<file path="src/abr_pkg.sv">
package abr_pkg;
    // ==========================================================
    // Task file register indices (plain port address)
    localparam logic [3:0] ADDR_DATA      = 4'h0;
    localparam logic [3:0] ADDR_FEATURES  = 4'h1;
    localparam logic [3:0] ADDR_SECCOUNT  = 4'h2;
    localparam logic [3:0] ADDR_LBA_LOW   = 4'h3;
    localparam logic [3:0] ADDR_LBA_MID   = 4'h4;
    localparam logic [3:0] ADDR_LBA_HIGH  = 4'h5;
    localparam logic [3:0] ADDR_DEVHEAD   = 4'h6;
    localparam logic [3:0] ADDR_COMMAND   = 4'h7;
    localparam logic [3:0] ADDR_DEVCTRL   = 4'h8;
    localparam logic [3:0] ADDR_MULTSIZE  = 4'h9;
    localparam logic [3:0] ADDR_ERRINJ    = 4'ha;
    localparam logic [3:0] ADDR_CACHE     = 4'hb;
    // ==========================================================
    // Opcodes
    localparam logic [7:0] OPC_READ_QUEUED = 8'h60;
    localparam logic [7:0] OPC_READ_MULT   = 8'hc4;
    localparam logic [7:0] OPC_READ_MULT_X = 8'h29;
    // ==========================================================
    // Field positions
    localparam int DH_LBA_BIT  = 6;
    localparam int DH_FUA_BIT  = 7;
    localparam int HOB_BIT     = 7;
    localparam int ST_BSY      = 7;
    localparam int ST_DRDY     = 6;
    localparam int ST_DRQ      = 3;
    localparam int ST_CORR     = 2;
    localparam int ST_ERR      = 0;
    localparam int ER_UNC      = 6;
    localparam int ER_ABRT     = 2;
    localparam int EI_ARM      = 0;
    localparam int EI_CORR     = 1;
    localparam int CC_VALID    = 0;
    localparam int CC_DIRTY    = 1;
    // ==========================================================
    // Sizes and timing
    localparam logic [7:0]  WORDS_PER_SECTOR = 8'hff;   // 256 words - 1
    localparam logic [8:0]  MAX_MULT         = 9'h080;
    localparam logic [16:0] COUNT_28_ZERO    = 17'h00100;
    localparam logic [16:0] COUNT_48_ZERO    = 17'h10000;
    localparam logic [3:0]  FILL_CYCLES      = 4'h4;
    localparam logic [3:0]  FLUSH_CYCLES     = 4'h8;
    localparam logic [7:0]  ST_RESET         = 8'h40;

    typedef enum logic [1:0] {
        ABR_CMD_NONE,
        ABR_CMD_QUEUED,
        ABR_CMD_MULT28,
        ABR_CMD_MULT48
    } abr_cmd_e;

    typedef struct packed {
        logic [3:0] addr;
        logic [7:0] wdata;
        logic       wr;
        logic       rd;
    } abr_bus_s;

    typedef struct packed {
        logic        req;
        logic [47:0] lba;
        logic        from_media;
    } abr_media_s;
endpackage

</file>
<file path="src/abr_read_engine.sv">
// The strobed register port and the placing of the registers were decided locally.
`timescale 1ns/1ps
`default_nettype none
module abr_read_engine (
    input  wire logic                   ref_clk,    // 100 MHz clock
    input  wire logic                   rst,        // async reset
    input  wire abr_pkg::abr_bus_s      bus,        // register port
    output logic [15:0]                 rdata,      // read data
    output logic                        intrq,      // interrupt level
    output abr_pkg::abr_media_s         media,      // media fetch request
    input  wire logic                   media_ack,  // sector in buffer
    input  wire logic [15:0]            media_word, // buffer word
    output logic                        flush_req,  // commit dirty cache
    input  wire logic                   flush_ack,  // commit done
    output logic [4:0]                  qtag,       // queued tag
    output logic                        q_done      // queued read done
);
    typedef enum logic [2:0] {
        S_IDLE, S_FLUSH, S_FILL, S_XFER, S_DONE
    } abr_state_e;

    abr_state_e         state_q;
    abr_pkg::abr_cmd_e  cmd_q;
    logic [15:0] cnt_prev_q, lo_prev_q, mid_prev_q, hi_prev_q;
    logic [7:0]  feat_cur_q, feat_prev_q, cnt_cur_q;
    logic [7:0]  lo_q, mid_q, hi_q, dh_q, devctl_q, err_q, stat_q;
    logic [8:0]  mult_q;
    logic [1:0]  inj_q;
    logic [1:0]  cache_q;
    logic [47:0] lba_q;
    logic [16:0] remain_q;
    logic [8:0]  blk_left_q;
    logic [7:0]  word_q;
    logic        fatal_q, fua_q, intrq_q;
    logic [15:0] rdata_q;

    wire wr_cmd  = bus.wr && bus.addr == abr_pkg::ADDR_COMMAND;
    wire rd_data = bus.rd && bus.addr == abr_pkg::ADDR_DATA;
    wire rd_stat = bus.rd && bus.addr == abr_pkg::ADDR_COMMAND;
    wire hob     = devctl_q[abr_pkg::HOB_BIT];
    wire idle    = state_q == S_IDLE || state_q == S_DONE;

    // ==========================================================
    // Command decode
    // queued opcode 60h
    wire is_q   = bus.wdata == abr_pkg::OPC_READ_QUEUED;
    wire is_m28 = bus.wdata == abr_pkg::OPC_READ_MULT;
    wire is_m48 = bus.wdata == abr_pkg::OPC_READ_MULT_X;
    // block size must be programmed; size one allowed
    wire mult_ok = mult_q != 9'h000 && mult_q <= abr_pkg::MAX_MULT;
    wire abort   = ((is_m28 || is_m48) && !mult_ok) ||
                   !(is_q || is_m28 || is_m48);

    wire [16:0] cnt28 = (cnt_cur_q == 8'h00) ? abr_pkg::COUNT_28_ZERO
                      : {9'h000, cnt_cur_q};
    wire [16:0] cnt48 = ({cnt_prev_q[7:0], cnt_cur_q} == 16'h0000)
                      ? abr_pkg::COUNT_48_ZERO
                      : {1'b0, cnt_prev_q[7:0], cnt_cur_q};
    wire [16:0] cntq  = ({feat_prev_q, feat_cur_q} == 16'h0000)
                      ? abr_pkg::COUNT_48_ZERO
                      : {1'b0, feat_prev_q, feat_cur_q};

    wire [47:0] lba28 = {20'h00000, dh_q[3:0], hi_q, mid_q, lo_q};
    wire [47:0] lba48 = {hi_prev_q[7:0], mid_prev_q[7:0], lo_prev_q[7:0],
                         hi_q, mid_q, lo_q};
    wire [16:0] start_cnt = is_q ? cntq : (is_m48 ? cnt48 : cnt28);
    wire [47:0] start_lba = is_m28 ? lba28 : lba48;

    // block length is min(block size, remaining); one sector for queued
    wire [8:0] blk_len = (cmd_q == abr_pkg::ABR_CMD_QUEUED) ? 9'h001 :
                         ((remain_q < {8'h00, mult_q}) ? remain_q[8:0]
                                                       : mult_q);

    // FUA ignores cache; non-FUA may use valid cache
    wire use_media = fua_q || !cache_q[abr_pkg::CC_VALID];
    // dirty data committed first under FUA, for queued reads only
    wire need_flush = is_q && dh_q[abr_pkg::DH_FUA_BIT] &&
                      cache_q[abr_pkg::CC_DIRTY];

    wire sector_end = rd_data && state_q == S_XFER &&
                      word_q == abr_pkg::WORDS_PER_SECTOR;
    wire blk_end    = sector_end && blk_left_q == 9'h001;
    wire last_sec   = sector_end && remain_q == 17'h00001;

    // ==========================================================
    // Task file writes
    always_ff @(posedge ref_clk or posedge rst) begin
        if (rst) begin
            feat_cur_q  <= 8'h00;
            feat_prev_q <= 8'h00;
            cnt_cur_q   <= 8'h00;
            cnt_prev_q  <= 16'h0000;
            lo_prev_q   <= 16'h0000;
            mid_prev_q  <= 16'h0000;
            hi_prev_q   <= 16'h0000;
            dh_q        <= 8'h00;
            devctl_q    <= 8'h00;
            mult_q      <= 9'h000;
            inj_q       <= 2'b00;
            cache_q     <= 2'b00;
        end else if (bus.wr && idle) begin
            // each features, count or LBA write shifts older byte to previous
            unique case (bus.addr)
                abr_pkg::ADDR_FEATURES: begin
                    feat_prev_q <= feat_cur_q;
                    feat_cur_q  <= bus.wdata;
                end
                abr_pkg::ADDR_SECCOUNT: begin
                    cnt_prev_q <= {8'h00, cnt_cur_q};
                    cnt_cur_q  <= bus.wdata;
                end
                abr_pkg::ADDR_LBA_LOW:  lo_prev_q  <= {8'h00, lo_q};
                abr_pkg::ADDR_LBA_MID:  mid_prev_q <= {8'h00, mid_q};
                abr_pkg::ADDR_LBA_HIGH: hi_prev_q  <= {8'h00, hi_q};
                abr_pkg::ADDR_DEVHEAD:  dh_q       <= bus.wdata;
                abr_pkg::ADDR_DEVCTRL:  devctl_q   <= bus.wdata;
                abr_pkg::ADDR_MULTSIZE: mult_q     <= {1'b0, bus.wdata};
                abr_pkg::ADDR_ERRINJ:   inj_q      <= bus.wdata[1:0];
                abr_pkg::ADDR_CACHE:    cache_q    <= bus.wdata[1:0];
                default: ;
            endcase
        end else if (bus.wr && bus.addr == abr_pkg::ADDR_ERRINJ) begin
            inj_q <= bus.wdata[1:0];
        end else if (state_q == S_FILL && media_ack) begin
            inj_q[abr_pkg::EI_ARM] <= 1'b0;
        end
    end

    // ==========================================================
    // Command sequencer
    always_ff @(posedge ref_clk or posedge rst) begin
        if (rst) begin
            state_q    <= S_IDLE;
            cmd_q      <= abr_pkg::ABR_CMD_NONE;
            lba_q      <= 48'h0;
            remain_q   <= 17'h0;
            blk_left_q <= 9'h0;
            word_q     <= 8'h00;
            fatal_q    <= 1'b0;
            fua_q      <= 1'b0;
            stat_q     <= abr_pkg::ST_RESET;
            err_q      <= 8'h00;
            lo_q       <= 8'h00;
            mid_q      <= 8'h00;
            hi_q       <= 8'h00;
        end else begin
            if (bus.wr && idle) begin
                unique case (bus.addr)
                    abr_pkg::ADDR_LBA_LOW:  lo_q  <= bus.wdata;
                    abr_pkg::ADDR_LBA_MID:  mid_q <= bus.wdata;
                    abr_pkg::ADDR_LBA_HIGH: hi_q  <= bus.wdata;
                    default: ;
                endcase
            end
            unique case (state_q)
                S_IDLE, S_DONE: begin
                    if (wr_cmd && abort) begin
                        err_q  <= 8'h00;
                        err_q[abr_pkg::ER_ABRT] <= 1'b1;
                        stat_q <= 8'h00;
                        stat_q[abr_pkg::ST_DRDY] <= 1'b1;
                        stat_q[abr_pkg::ST_ERR]  <= 1'b1;
                        state_q <= S_DONE;
                    end else if (wr_cmd) begin
                        cmd_q <= is_q   ? abr_pkg::ABR_CMD_QUEUED :
                                 is_m48 ? abr_pkg::ABR_CMD_MULT48 :
                                          abr_pkg::ABR_CMD_MULT28;
                        lba_q    <= start_lba;
                        remain_q <= start_cnt;
                        fua_q    <= is_q && dh_q[abr_pkg::DH_FUA_BIT];
                        fatal_q  <= 1'b0;
                        err_q    <= 8'h00;
                        stat_q   <= 8'h00;
                        stat_q[abr_pkg::ST_BSY] <= 1'b1;
                        state_q  <= need_flush ? S_FLUSH : S_FILL;
                    end
                end
                S_FLUSH: begin
                    // wait for commit before media read
                    if (flush_ack) begin
                        state_q <= S_FILL;
                    end
                end
                S_FILL: begin
                    if (media_ack) begin
                        blk_left_q <= blk_len;
                        word_q     <= 8'h00;
                        if (inj_q[abr_pkg::EI_ARM]) begin
                            err_q[abr_pkg::ER_UNC] <= !inj_q[abr_pkg::EI_CORR];
                            fatal_q <= !inj_q[abr_pkg::EI_CORR];
                            {hi_q, mid_q, lo_q} <= lba_q[23:0];
                        end
                        stat_q <= 8'h00;
                        stat_q[abr_pkg::ST_DRDY] <= 1'b1;
                        stat_q[abr_pkg::ST_DRQ]  <= 1'b1;
                        stat_q[abr_pkg::ST_ERR]  <= inj_q[abr_pkg::EI_ARM] &&
                                                    !inj_q[abr_pkg::EI_CORR];
                        stat_q[abr_pkg::ST_CORR] <= inj_q[abr_pkg::EI_ARM] &&
                                                    inj_q[abr_pkg::EI_CORR];
                        state_q <= S_XFER;
                    end
                end
                S_XFER: begin
                    // no per-sector DRQ within a block
                    if (rd_data) begin
                        word_q <= word_q + 8'h01;
                    end
                    if (sector_end) begin
                        blk_left_q <= blk_left_q - 9'h001;
                        remain_q   <= remain_q - 17'h00001;
                        lba_q      <= lba_q + 48'h1;
                        // last sector LBA left in registers
                        if (!fatal_q && err_q == 8'h00) begin
                            {hi_q, mid_q, lo_q} <= lba_q[23:0];
                        end
                    end
                    // stop after block with uncorrectable error
                    if (last_sec || (blk_end && fatal_q)) begin
                        stat_q[abr_pkg::ST_DRQ] <= 1'b0;
                        state_q <= S_DONE;
                    end else if (blk_end) begin
                        stat_q <= 8'h00;
                        stat_q[abr_pkg::ST_BSY] <= 1'b1;
                        state_q <= S_FILL;
                    end
                end
                default: state_q <= S_IDLE;
            endcase
        end
    end

    // ==========================================================
    // Interrupt: raised with DRQ for multiple reads and on abort, cleared by status read
    always_ff @(posedge ref_clk or posedge rst) begin
        if (rst) begin
            intrq_q <= 1'b0;
        // one interrupt per block; with DRQ
        end else if (state_q == S_FILL && media_ack &&
                     cmd_q != abr_pkg::ABR_CMD_QUEUED) begin
            intrq_q <= 1'b1;
        end else if (wr_cmd && idle && abort) begin
            intrq_q <= 1'b1;
        end else if (rd_stat) begin
            intrq_q <= 1'b0;
        end
    end

    // ==========================================================
    // Read data, one cycle after strobe
    // HOB selects previous bytes on readback
    wire [7:0] lo_rd  = hob ? lo_prev_q[7:0]  : lo_q;
    wire [7:0] mid_rd = hob ? mid_prev_q[7:0] : mid_q;
    wire [7:0] hi_rd  = hob ? hi_prev_q[7:0]  : hi_q;
    wire [15:0] rd_mux =
        (bus.addr == abr_pkg::ADDR_DATA)     ? media_word :
        (bus.addr == abr_pkg::ADDR_FEATURES) ? {8'h00, err_q} :
        (bus.addr == abr_pkg::ADDR_SECCOUNT) ? remain_q[15:0] :
        (bus.addr == abr_pkg::ADDR_LBA_LOW)  ? {8'h00, lo_rd} :
        (bus.addr == abr_pkg::ADDR_LBA_MID)  ? {8'h00, mid_rd} :
        (bus.addr == abr_pkg::ADDR_LBA_HIGH) ? {8'h00, hi_rd} :
        (bus.addr == abr_pkg::ADDR_DEVHEAD)  ? {8'h00, dh_q} :
        (bus.addr == abr_pkg::ADDR_COMMAND)  ? {8'h00, stat_q} :
        (bus.addr == abr_pkg::ADDR_MULTSIZE) ? {7'h00, mult_q} :
                                               16'h0000;
    always_ff @(posedge ref_clk or posedge rst) begin
        if (rst) begin
            rdata_q <= 16'h0000;
        end else if (bus.rd) begin
            rdata_q <= rd_mux;
        end else begin
            rdata_q <= 16'h0000;
        end
    end

    assign rdata            = rdata_q;
    assign intrq            = intrq_q;
    assign media.req        = state_q == S_FILL;
    assign media.lba        = lba_q;
    assign media.from_media = use_media;
    assign flush_req        = state_q == S_FLUSH;
    assign qtag             = cnt_cur_q[7:3];
    assign q_done           = cmd_q == abr_pkg::ABR_CMD_QUEUED &&
                              state_q == S_DONE;
endmodule
`default_nettype wire

</file>
<file path="config.mk">
export PLATFORM = sky130hd
export DESIGN_NAME = abr_read_engine
export DESIGN_NICKNAME = d
export VERILOG_FILES = /design/src/abr_pkg.sv /design/src/abr_read_engine.sv
export SDC_FILE = /design/constraint.sdc
export NUM_CORES = 1
export LEC_CHECK = 0
export ABC_AREA = 1
export BUFFER_PORTS_ARGS = -buffer_cell sky130_fd_sc_hd__buf_2
export CORE_ASPECT_RATIO = 1.2
export CORE_MARGIN = 2
export CORE_UTILIZATION = 30
export CTS_CLUSTER_SIZE = 14
export DETAILED_ROUTE_END_ITERATION = 10
export PLACE_DENSITY = 0.57
export SLEW_MARGIN = 10
export SYNTH_ARGS = -nofsm -noshare
export SYNTH_HDL_FRONTEND = slang
export SYNTH_SLANG_ARGS = --single-unit
</file>
<file path="constraint.sdc">
create_clock -name ref_clk -period 10.18 [get_ports ref_clk]
set_clock_uncertainty 0.15 [all_clocks]
set_input_delay 2.545 -clock ref_clk [delete_from_list [all_inputs] [get_ports ref_clk]]
set_output_delay 2.545 -clock ref_clk [all_outputs]
set_load 0.01 [all_outputs]
</file>
Word-level counts from Yosys, hierarchy flattened
Index checks and enable logic that the tools add are counted.

Add/sub/neg operators: 4. Order comparisons: 2. Eq/ne operators: 35. Multiplexer cells: 90. Bitwise operators: 1. Reductions and logical operators: 72.

Operators with widths (number): $mux W8 (35); $mux W48 (4); $mux W17 (7); $pmux W48 S2 (1); $mux W16 (4); $pmux W8 S2 (4); $add A48 B1 Y48 const B (1); $mux W9 (5); $pmux W17 S2 (1); $logic_not A16 Y1 (2); $pmux W8 S3 (1); $reduce_and A2 Y1 (12); $logic_and A1 B1 Y1 (23); $mux W3 (7); $pmux W9 S2 (1); $eq A17 B1 Y1 const B (1); $lt A17 B8 Y1 (1); $sub A17 B1 Y17 const B (1); $eq A4 B3 Y1 const B (4); $eq A4 B4 Y1 const B (4); $eq A8 B8 Y1 const B (2); $logic_not A8 Y1 (2); $reduce_and A4 Y1 (4); $mux W1 (12); other kinds (31) (65).

Flip-flop bits (word level): 230. Input port bits: 34. Output and inout bits: 74. Logic and storage cells: 234.

Depth between registers and ports, before layout
Gate-level depths: netlist of the first run.

Depth after elaboration: 11. Mapped depth: 15. Mapped depth without buffers: 14.

Least setup slack after synthesis of the first run
No wires, ideal clock.

Path kind: input to register. From: input port bus[6] (netlist bit). To: register lba_q[15]. Setup time: 0.117 ns. Arrival time: 3.729 ns. Required time: 9.913 ns. Path slack: 6.184 ns. Stages: 14. Buffers on the path: 2. Cell sequence: inv_1 -> nand2_1 -> nor2_1 -> nand2_2 -> nand2_1 -> nand3_1 -> nand2_1 -> nand2_2 -> nand2_2 -> nand2_4 -> buf_6 -> buf_4 -> nand3_1 -> nand2_1.

Word-level cells in the longest chain between the ends: 8. Elaborated cells between the ends (all ways): 12. Classes of those cells: eq/ne (4); reduce/logical (8).

RTL lines: from (decl) (line abr_read_engine.sv:7) `input wire abr_pkg::abr_bus_s bus,`; $eq A8 B7 Y1 or $eq A8 B8 Y1 (tied branches) (line abr_read_engine.sv:46, abr_read_engine.sv:47); $logic_or A1 B1 Y1 (2 in a row) (line abr_read_engine.sv:52) `!(is_q || is_m28 || is_m48);`; $logic_not A1 Y1 (line abr_read_engine.sv:52); $logic_or A1 B1 Y1 (*) (line abr_read_engine.sv:51) `wire abort = ((is_m28 || is_m48) && !mult_ok) ||`; $logic_and A1 B1 Y1 (*) (line abr_read_engine.sv:157) `if (wr_cmd && abort) begin`; $ne A2 B2 Y1 (no line) (*); $reduce_and A4 Y1 (no line) (*); to (signal assigned) (line abr_read_engine.sv:168) `lba_q <= start_lba;`; to (signal assigned) (line abr_read_engine.sv:211) `lba_q <= lba_q + 48'h1;`; to (decl) (line abr_read_engine.sv:30) `logic [47:0] lba_q;`.

Every way passes the cells marked *; elsewhere a longest branch is shown, timed or not. A chain may end at the register's enable or synchronous reset.

Worst setup path in the final report of the first run
From: input port bus[3] (netlist bit). To: register lba_q[16].

Same word-level chain as after synthesis.

==> results of run 1 <==
## registers in the layout, summed over array words and instances, names as in the netlist, 9 cells and up
name	count
blk_left_q	9
lba_q	48
remain_q	17
rdata	16
## metal layers
layer,vias to the layer above,wire [microns],part of all wire [%]
met5,-,9,0.018
met4,2,2330,4.7
met3,112,2960,6.0
met2,491,23300,47
met1,6264,20900,42
li1,6418,-,-
## power by group through the flow
stage	registers, mW	logic, mW	clock network, mW
final	1.58	2.03	0.936
after global routing	1.62	2.28	0.985
after global placement	1.58	2.00	0
after floorplan	1.43	1.47	0
after CTS	1.58	2.03	0.950
after detailed placement	1.59	2.02	0
## cell type report
class | count | area (sq um) | share of cell area (%)
inverter | 185 | 702 | 4.71
sequential | 214 | 5360 | 35.9
clock buffer | 34 | 719 | 4.83
clock inverter | 9 | 110 | 0.739
timing repair buffer | 114 | 588 | 3.95
multi-input combinational | 1470 | 6730 | 45.2
tap | 559 | 699 | 4.69
## layout by cell type, fill, tap and decap left out, types with 5 or more instances in the layout
| cell type | synthesis | final |
|---|---|---|
| mux2i_1 | 7 | 7 |
| o21ai_0 | 217 | 217 |
| xnor2_1 | 5 | 5 |
| clkbuf_8 | 0 | 6 |
| clkinv_2 | 0 | 6 |
| nor2_2 | 7 | 7 |
| ha_1 | 13 | 13 |
| buf_4 | 11 | 7 |
| clkbuf_16 | 0 | 25 |
| inv_1 | 177 | 176 |
| a21oi_1 | 48 | 48 |
| a32o_1 | 8 | 8 |
| nor2_1 | 189 | 189 |
| nand3_1 | 147 | 147 |
| inv_2 | 8 | 8 |
| dfrtp_1 | 213 | 213 |
| o21ai_1 | 12 | 12 |
| nand4_1 | 38 | 38 |
| nand3b_1 | 17 | 17 |
| nand2_2 | 7 | 7 |
| nor3_1 | 16 | 16 |
| xor2_1 | 7 | 7 |
| nand2_1 | 689 | 689 |
| o211ai_1 | 9 | 9 |
| buf_2 | 14 | 107 |
## metrics by stage
| stage | util (%) | instances | total power, mW | area (sq um) | hold slack (ns) |
|---|---|---|---|---|---|
| 6_report | 34.2 | 2585 | 4.55 | 14900 | 0.335 |
| 5_1_grt | 34.2 | 2585 | 4.89 | 14900 | 0.358 |
| 4_1_cts | 34.2 | 2585 | 4.55 | 14900 | 0.336 |
| 3_5_place_dp | 32.3 | 2542 | 3.61 | 14100 | 0.318 |
| 3_3_place_gp | 32.3 | 2542 | 3.58 | 14100 | 0.312 |
| 2_1_floorplan | - | 1947 | 2.90 | 13200 | 0.292 |
## synth_stat cells, types with 4 or more instances
cell        n
nor2_4      4
a32o_1      8
nor3_1     16
nor2_2      7
clkbuf_1   38
nand3_1   147
o21ai_1    12
a21oi_1    48
nand3b_1   17
nand4_1    38
nand2_2     7
mux2i_1     7
o31ai_1     4
o22ai_1     4
nor2_1    189
buf_1       4
buf_4      11
buf_6      10
xnor2_1     5
inv_1     177
buf_2      14
dfrtp_1   213
xor2_1      7
o21ai_0   217
o211ai_1    9
nand2_1   689
ha_1       13
inv_2       8
## worst min-delay path, stage by stage (launching register included)
cell and delay [ns]:
dfrtp_1 0.34, nand2_1 0.05, o21ai_0 0.06
## final timing paths
| kind | start | end | slack (ns) |
|---|---|---|---|
| min in group asynchronous | rst | lba_q[8] | 1.91 |
| max in group asynchronous | rst | lba_q[24] | 6.51 |
| min reg2reg | feat_prev_q[4] | feat_prev_q[4] | 0.33 |
| max reg2reg | state_q[1] | lba_q[16] | 6.59 |
| max | bus[3] | lba_q[16] | 4.70 |
| min | feat_prev_q[4] | feat_prev_q[4] | 0.33 |
## logic make-up after synthesis
family                   share of synthesized area [%]
AND/OR/NAND/NOR                                   35.5
AO/OA/AOI/OAI                                     12.7
buffers and inverters                             8.50
flip-flops                                        40.6
adder cells (fa/ha/maj)                           1.23
XOR/XNOR                                         0.796
multiplexers                                     0.701
==> metrics, run 1 <==
status finished clean; WL/cell 19.2 microns; GR Util met3 ~2.4%; crit-path max cell delay about 0.72 ns; first-pass GRT wire length around 76000 microns; CP max stage cell nand2_4; P_leak between 7 and 8 nW; internal power 2.33 mW; WL final 49500 microns; Avg Inst Size Synth approximately 6.8 sq um; relative slew slack between 30% and 40%; Rows 84; ratio of cells with drive above 1 in the final layout under 10%; Setup WS pre-CTS ~4.2 ns; setup ws final around 4.7 ns; Iter 0 DRT Violations about 1200; Starting Density a little under a third; met1 Use GR approximately 28%; clk sinks approximately 210; ys flop type dfrtp_1; R2R depth 11; crit path max fanout 66; # DRC 0; fraction of registers with async set/reset 100%; Avg Vias per Cell a little over 5; switching portion of total power 48.8%; switching power between 2 and 2.5 mW; clk_lat worst skew ~0.56 ns; most frequent CP cell nand2_1; CTS Buf Count 25; vias in the first global route roughly 13000; # fillers 4725; post_cts resized 0; Final Hold Viols 0; CORE AREA 43600 sq um; largest net degree at the start of global routing between 80 and 90; grt total ovfl 0; die area between 40000 and 50000 sq um; Mapped Area approximately 13000 sq um; Die Width 195 microns; Worst Path Required about 10 ns; clock tree buffer depth 3; gr usage total 21.5%; H-Tree Depth 1; post-CTS setup buffer count 0; I/O pin count roughly 110; Critical Path AT about 5.8 ns; worst vdd ir between 0.15 and 0.2 mV; Area growth, synth to finish 12.9%; DR vias 13300; RSZ-0062 raised after global routing false; max-slew violation count 0; post-synth top area share 40.4%; max_cap viols 0; critical path capture point type register; diode count 0; PwrDens about 300 nW/um^2; Tightest Pin Transition between 1 and 1.5 ns; GR peak layer met2; syn nets 1994; synth unique cells between 40 and 50; Reg power frac a little over a third; Reg clk slew, reported paths 0.06 ns; # setup viols final 0; Antenna Nets Post-Route 0; buffer and inverter count on the worst path 2; final net count 2057; critical path type in -> reg; top cell type by total area after synthesis dfrtp_1; hold crit path type reg -> reg; FF+latch count, synth 214; Worst path depth 14; Die Y between 200 and 250 microns; hold buffer count at cts 0; top achievable clock speed 183 MHz; Gate power share between 40% and 50%; port bufs 107; DRT Pass-1 Iters 6; synth top area cells dfrtp_1, nand2_1, o21ai_0; min cycle time layout ~5.5 ns; Final Cycle Share a little over half; Sum Neg Setup Slack 0 ns; Gate Count Post-Synth a little under 2000; Hold Crit Depth 2; Final GP Congestion approximately 0.91; CTS tree done; hpwl dp roughly 36000 microns; crit-path cells buf_2, inv_2, nand2_1, nor2_1, nand2_2, nand2_1, nand3_1, nand2_1, nand2_2, nand2_2, nand2_4, nand2_4, nand2_1, nand2_1; register area share after synthesis roughly 41%; GR Layer Usage met2 between 30% and 40%; initial antenna violation count 1; Ys Warns 0; Clock Power Share about a fifth; delay-heaviest family, CP simple AND/OR/NAND/NOR gates; clk root buf clkbuf_16; number of synthesized flops with an enable pin 0; CP startpoint kind input port
No activity file was read; power rests on OpenSTA's default activity.
==> run 2: changes to the inputs <==
Settings changed: PLACE_DENSITY 0.57 to 0.58.
Clock period 10.18 ns to 4.7 ns, I/O delays scaled along.
==> metrics, run 2 (synthesis gave the netlist of run 1 again) <==
status finished clean; max-slew violation count 0 (unchanged); hold buffer count at cts 0 (unchanged); clk sinks 214 (unchanged); Hold Crit Depth 2 (unchanged); setup ws final 1.29 ns (-3.41 ns); Final GP Congestion 0.952 (+4.8%); ratio of cells with drive above 1 in the final layout 9.98% (+0.40 points); crit-path max cell delay 0.45 ns (-0.27 ns); Reg power frac 34.7% (about the same); min cycle time layout 3.41 ns; Rows 84 (unchanged); H-Tree Depth 1 (unchanged); Area growth, synth to finish 13.3%; port bufs 107 (unchanged); switching portion of total power 48.6% (-0.16 points); Starting Density 30.3% (unchanged); clk root buf clkbuf_16; I/O pin count 108 (unchanged); number of flip-flops in the largest register 48 (unchanged); CP startpoint kind register; Setup WS pre-CTS 1.05 ns (-3.20 ns); final net count 2067 (+0.49%); diode count 0 (unchanged); top achievable clock speed ~300 MHz; switching power 4.78 mW (+120%); gr usage total 21.2% (-0.26 points); origin of the critical flop-to-flop path lba_q[0]; Die Y 234 microns (unchanged); first-pass GRT wire length 75700 microns (+0.20%); Iter 0 DRT Violations 1322 (+11%); HP Start feat_prev_q[7]; # DRC 0 (unchanged); hold crit path type reg -> reg; fin area 15000 sq um (+0.35%); grt total ovfl 0 (unchanged); FF-to-FF setup slack 1.88 ns (-4.71 ns); Hold Path Sink feat_prev_q[7]; Largest Register lba_q; WL/cell 18.8 microns (-1.7%); Placed Cells 2552 (+0.39%); Tightest Pin Transition 1.02 ns (+0.0177 ns); Avg Vias per Cell 5.16 (+0.35%); Gate power share 45.5% (+0.8 points); largest net degree at the start of global routing 147 (+69%); critical path capture point type primary output; final hold slack 0.340 ns (+0.00480 ns); CTS Buf Count 25 (unchanged); WL final 48800 microns (-1.4%); internal power 5.05 mW (+120%); Clock Power Share 19.8% (-0.8 points); DRT Pass-1 Iters 5 (-1); worst vdd ir 0.320 mV (+110%); P_leak 7.23 nW (+0.35%); Final Util 34.3% (+0.12 points); RSZ-0062 raised after global routing false; hpwl dp 36100 microns (-0.52%); # setup viols final 0 (unchanged); PwrDens 657 nW/um^2 (+120%); clk_lat worst skew 0.53 ns (-0.03 ns); crit-path cells nor2_2, inv_1, nor4_1, buf_2; R2R depth 10 (-1); post-route insts no fill 2594 (+0.35%); Final Hold Viols 0 (unchanged); crit path max fanout 6 (-91%); Total Power 9.82 mW (+120%); Critical Path AT 2.09 ns (-3.67 ns); CORE AREA 43600 sq um (unchanged); Antenna Nets Post-Route 0 (unchanged); DR vias 13400 (+0.70%); post-CTS setup buffer count 0 (unchanged); post_cts resized 0 (unchanged); CP max stage cell dfrtp_1; initial antenna violation count 0 (-1); most frequent cells in the layout nand2_1, o21ai_0, dfrtp_1, nor2_1, inv_1; worst r2r dst lba_q[10]; die area 45700 sq um (unchanged); # fillers 4699 (-0.55%); clock tree buffer depth 3 (unchanged); CTS tree done; commonest non-fill, non-tap cell in the layout nand2_1; Die Width 195 microns (unchanged); Reg clk slew, reported paths 0.07 ns (about the same); vias in the first global route 12700 (+1.2%); Final Cycle Share 72.6%; placed instance area 14200 sq um (+0.60%); max_cap viols 0 (unchanged); critical path type reg -> out; relative slew slack 31.5% (-1.3 points); Sum Neg Setup Slack 0 ns (unchanged); Worst Path Required 3.38 ns (-7.08 ns)
run 2: cell types whose count changed in the layout (fill, tap and decap cells not counted):
cell and delta:
clkbuf_8 -2, clkinvlp_4 +2, inv_6 +1, buf_4 +9
inv_8 -1, buf_12 +1, inv_16 -1
run 2: worst max path at each step:
stage	from	to	slack, ns	cells past startpoint
5_1_grt	state_q[0]	q_done	1.22	4
6_report	state_q[0]	q_done	1.29	4
3_5_place_dp	bus[6]	lba_q[22]	1.05	15
4_1_cts	state_q[0]	q_done	1.24	4
2_1_floorplan	rst	blk_left_q[0]	0.59	1
3_3_place_gp	bus[6]	lba_q[22]	1.08	15
run 2: power groups by stage:
stage / registers, mW / logic, mW / clock network (mW)
2_1_floorplan: 3.10 / 3.17 / 0
3_3_place_gp: 3.40 / 4.39 / 0
3_5_place_dp: 3.41 / 4.46 / 0
4_1_cts: 3.38 / 4.47 / 1.98
5_1_grt: 3.48 / 5.01 / 2.07
6_report: 3.41 / 4.47 / 1.95
run 2: cell type report:
class / instances / area, sq um / area share (%)
Sequential cell: 214 / 5360 / 35.8
Multi-Input combinational cell: 1470 / 6730 / 45.0
Clock inverter: 10 / 106 / 0.711
Clock buffer: 32 / 692 / 4.63
Tap cell: 559 / 699 / 4.68
Inverter: 185 / 698 / 4.67
Timing Repair Buffer: 124 / 676 / 4.52
run 2: critical path, delay by kind of cell, from the launching register on:
kind | cells | cell delay [ns]
AND/OR/NAND/NOR | 2 | 0.69
flip-flops | 1 | 0.45
buffers and inverters | 2 | 0.43
run 2: per-layer routing:
layer  track usage (%)  part of all wire (%)  wire, microns
met5                 0                     0              0
met4              6.97                   3.2           1550
met3              1.97                   5.6           2720
met2              37.2                    49          23700
met1              27.6                    43          20800
==> run 3: changes to the inputs <==
Settings changed: PLACE_DENSITY 0.58 to 0.57.
Clock period 4.7 ns to 3.5 ns, I/O delays scaled along.
==> metrics, run 3 (synthesis gave the netlist of run 1 again) <==
Avg Vias per Cell 5.10 (-1.0%); Starting Density 30.3% (unchanged); relative slew slack 48.3% (+17 points); critical path capture point type primary output; worst vdd ir 0.441 mV (+38%); CORE AREA 43600 sq um (unchanged); final net count 2078 (+0.53%); vias in the first global route 12900 (+1.8%); Largest Register lba_q; min cycle time layout between 3 and 4 ns; clk_lat worst skew 0.55 ns (+0.02 ns); grt total ovfl 0 (unchanged); die area 45700 sq um (unchanged); Total Power 13.3 mW (+35%); commonest non-fill, non-tap cell in the layout nand2_1; post_cts resized 0 (unchanged); hold buffer count at cts 0 (unchanged); crit-path cells nor2_2, inv_1, nor4_1, buf_2; RSZ-0062 raised after global routing false; Antenna Nets Post-Route 0 (unchanged); CP max stage cell dfrtp_1; Area growth, synth to finish 14.8%; Final Util 34.7% (+0.44 points); max_cap viols 0 (unchanged); hpwl dp 36500 microns (+0.99%); H-Tree Depth 1 (unchanged); P_leak 7.32 nW (+1.4%); Placed Cells 2563 (+0.43%); DR vias 13300 (-0.54%); gr usage total 21.3% (+0.055 points); Final Hold Viols 0 (unchanged); # setup viols final 0 (unchanged); number of flip-flops in the largest register 48 (unchanged); DRT Pass-1 Iters 6 (+1); port bufs 107 (unchanged); status finished clean; most frequent cells in the layout nand2_1, o21ai_0, dfrtp_1, nor2_1, inv_1; final hold slack 0.215 ns (-0.125 ns); hold crit path type in -> async; CTS tree done; clk root buf clkbuf_16; placed instance area 14300 sq um (+1.2%); Iter 0 DRT Violations 1044 (-21%); initial antenna violation count 1 (+1); Final GP Congestion 0.969 (+1.8%); CP startpoint kind register; I/O pin count 108 (unchanged); PwrDens 876 nW/um^2 (+33%); largest net degree at the start of global routing 92 (-37%); Die Width 195 microns (unchanged); ratio of cells with drive above 1 in the final layout 10.5% (+0.52 points); CTS Buf Count 25 (unchanged); Die Y 234 microns (unchanged); first-pass GRT wire length 75700 microns (about the same); diode count 0 (unchanged); Final Cycle Share between 80 and 90%; post-route insts no fill 2607 (+0.50%); Tightest Pin Transition 0.770 ns (-0.255 ns); # DRC 0 (unchanged); clock tree buffer depth 3 (unchanged); Critical Path AT 2.04 ns (-0.05 ns); crit-path max cell delay 0.46 ns (about the same); Reg clk slew, reported paths 0.06 ns (about the same); critical path type reg -> out; crit path max fanout 6 (unchanged); WL/cell 18.7 microns (-0.73%); Rows 84 (unchanged); top achievable clock speed approximately 330 MHz; WL final 48700 microns (-0.23%); fin area 15200 sq um (+1.3%); post-CTS setup buffer count 0 (unchanged); max-slew violation count 0 (unchanged); Worst Path Required 2.47 ns (-0.91 ns); clk sinks 214 (unchanged)
-- run 3: cell type report --
type | count | area, sq um
repair buffers | 135 | 846
fillers | 4724 | 28500
clock inverters | 9 | 98.8
inverters | 185 | 698
well taps | 559 | 699
clock buffers | 35 | 723
flip-flops and latches | 214 | 5360
multi-input cells | 1470 | 6730
-- run 3: metal layers --
metal	global-route usage [%]	vias to the layer above	routed length (microns)
met5	0	-	11
met4	9.47	2	2200
met3	1.97	106	2430
met2	37.0	465	23600
met1	26.9	6284	20500
li1	-	6451	-
-- run 3: stage by stage --
| step | TNS [ns] | worst slack, ns |
|---|---|---|
| finish | 0 | 0.434 |
| global route | 0 | 0.299 |
| CTS | 0 | 0.364 |
| detailed placement | 0 | 0.429 |
| global placement | 0 | 0.454 |
| floorplan | -65.68 | -0.308 |
-- run 3: power by group --
part | internal [mW] | leakage (nW) | switching, mW
logic | 2.00 | 4.14 | 4.07
clock network | 1.58 | 0.412 | 1.08
registers | 3.37 | 2.77 | 1.17
total | 6.95 | 7.32 | 6.31
-- run 3: final timing paths --
| kind | start | endpoint | slack [ns] | cells after the start |
|---|---|---|---|---|
| min in group ref_clk | remain_q[16] | remain_q[16] | 0.34 | 2 |
| max in group asynchronous | rst | remain_q[13] | 2.13 | 3 |
| max | state_q[0] | q_done | 0.43 | 4 |
| min | rst | lba_q[16] | 0.21 | 2 |
| max reg2reg | lba_q[1] | lba_q[24] | 1.03 | 12 |
| min reg2reg | remain_q[16] | remain_q[16] | 0.34 | 2 |
-- run 3: worst max-delay path, delay by kind of cell, from the launching register on --
kind	cells	cell delay (ns)
buf+inv	2	0.42
flops	1	0.46
simple gates	2	0.63
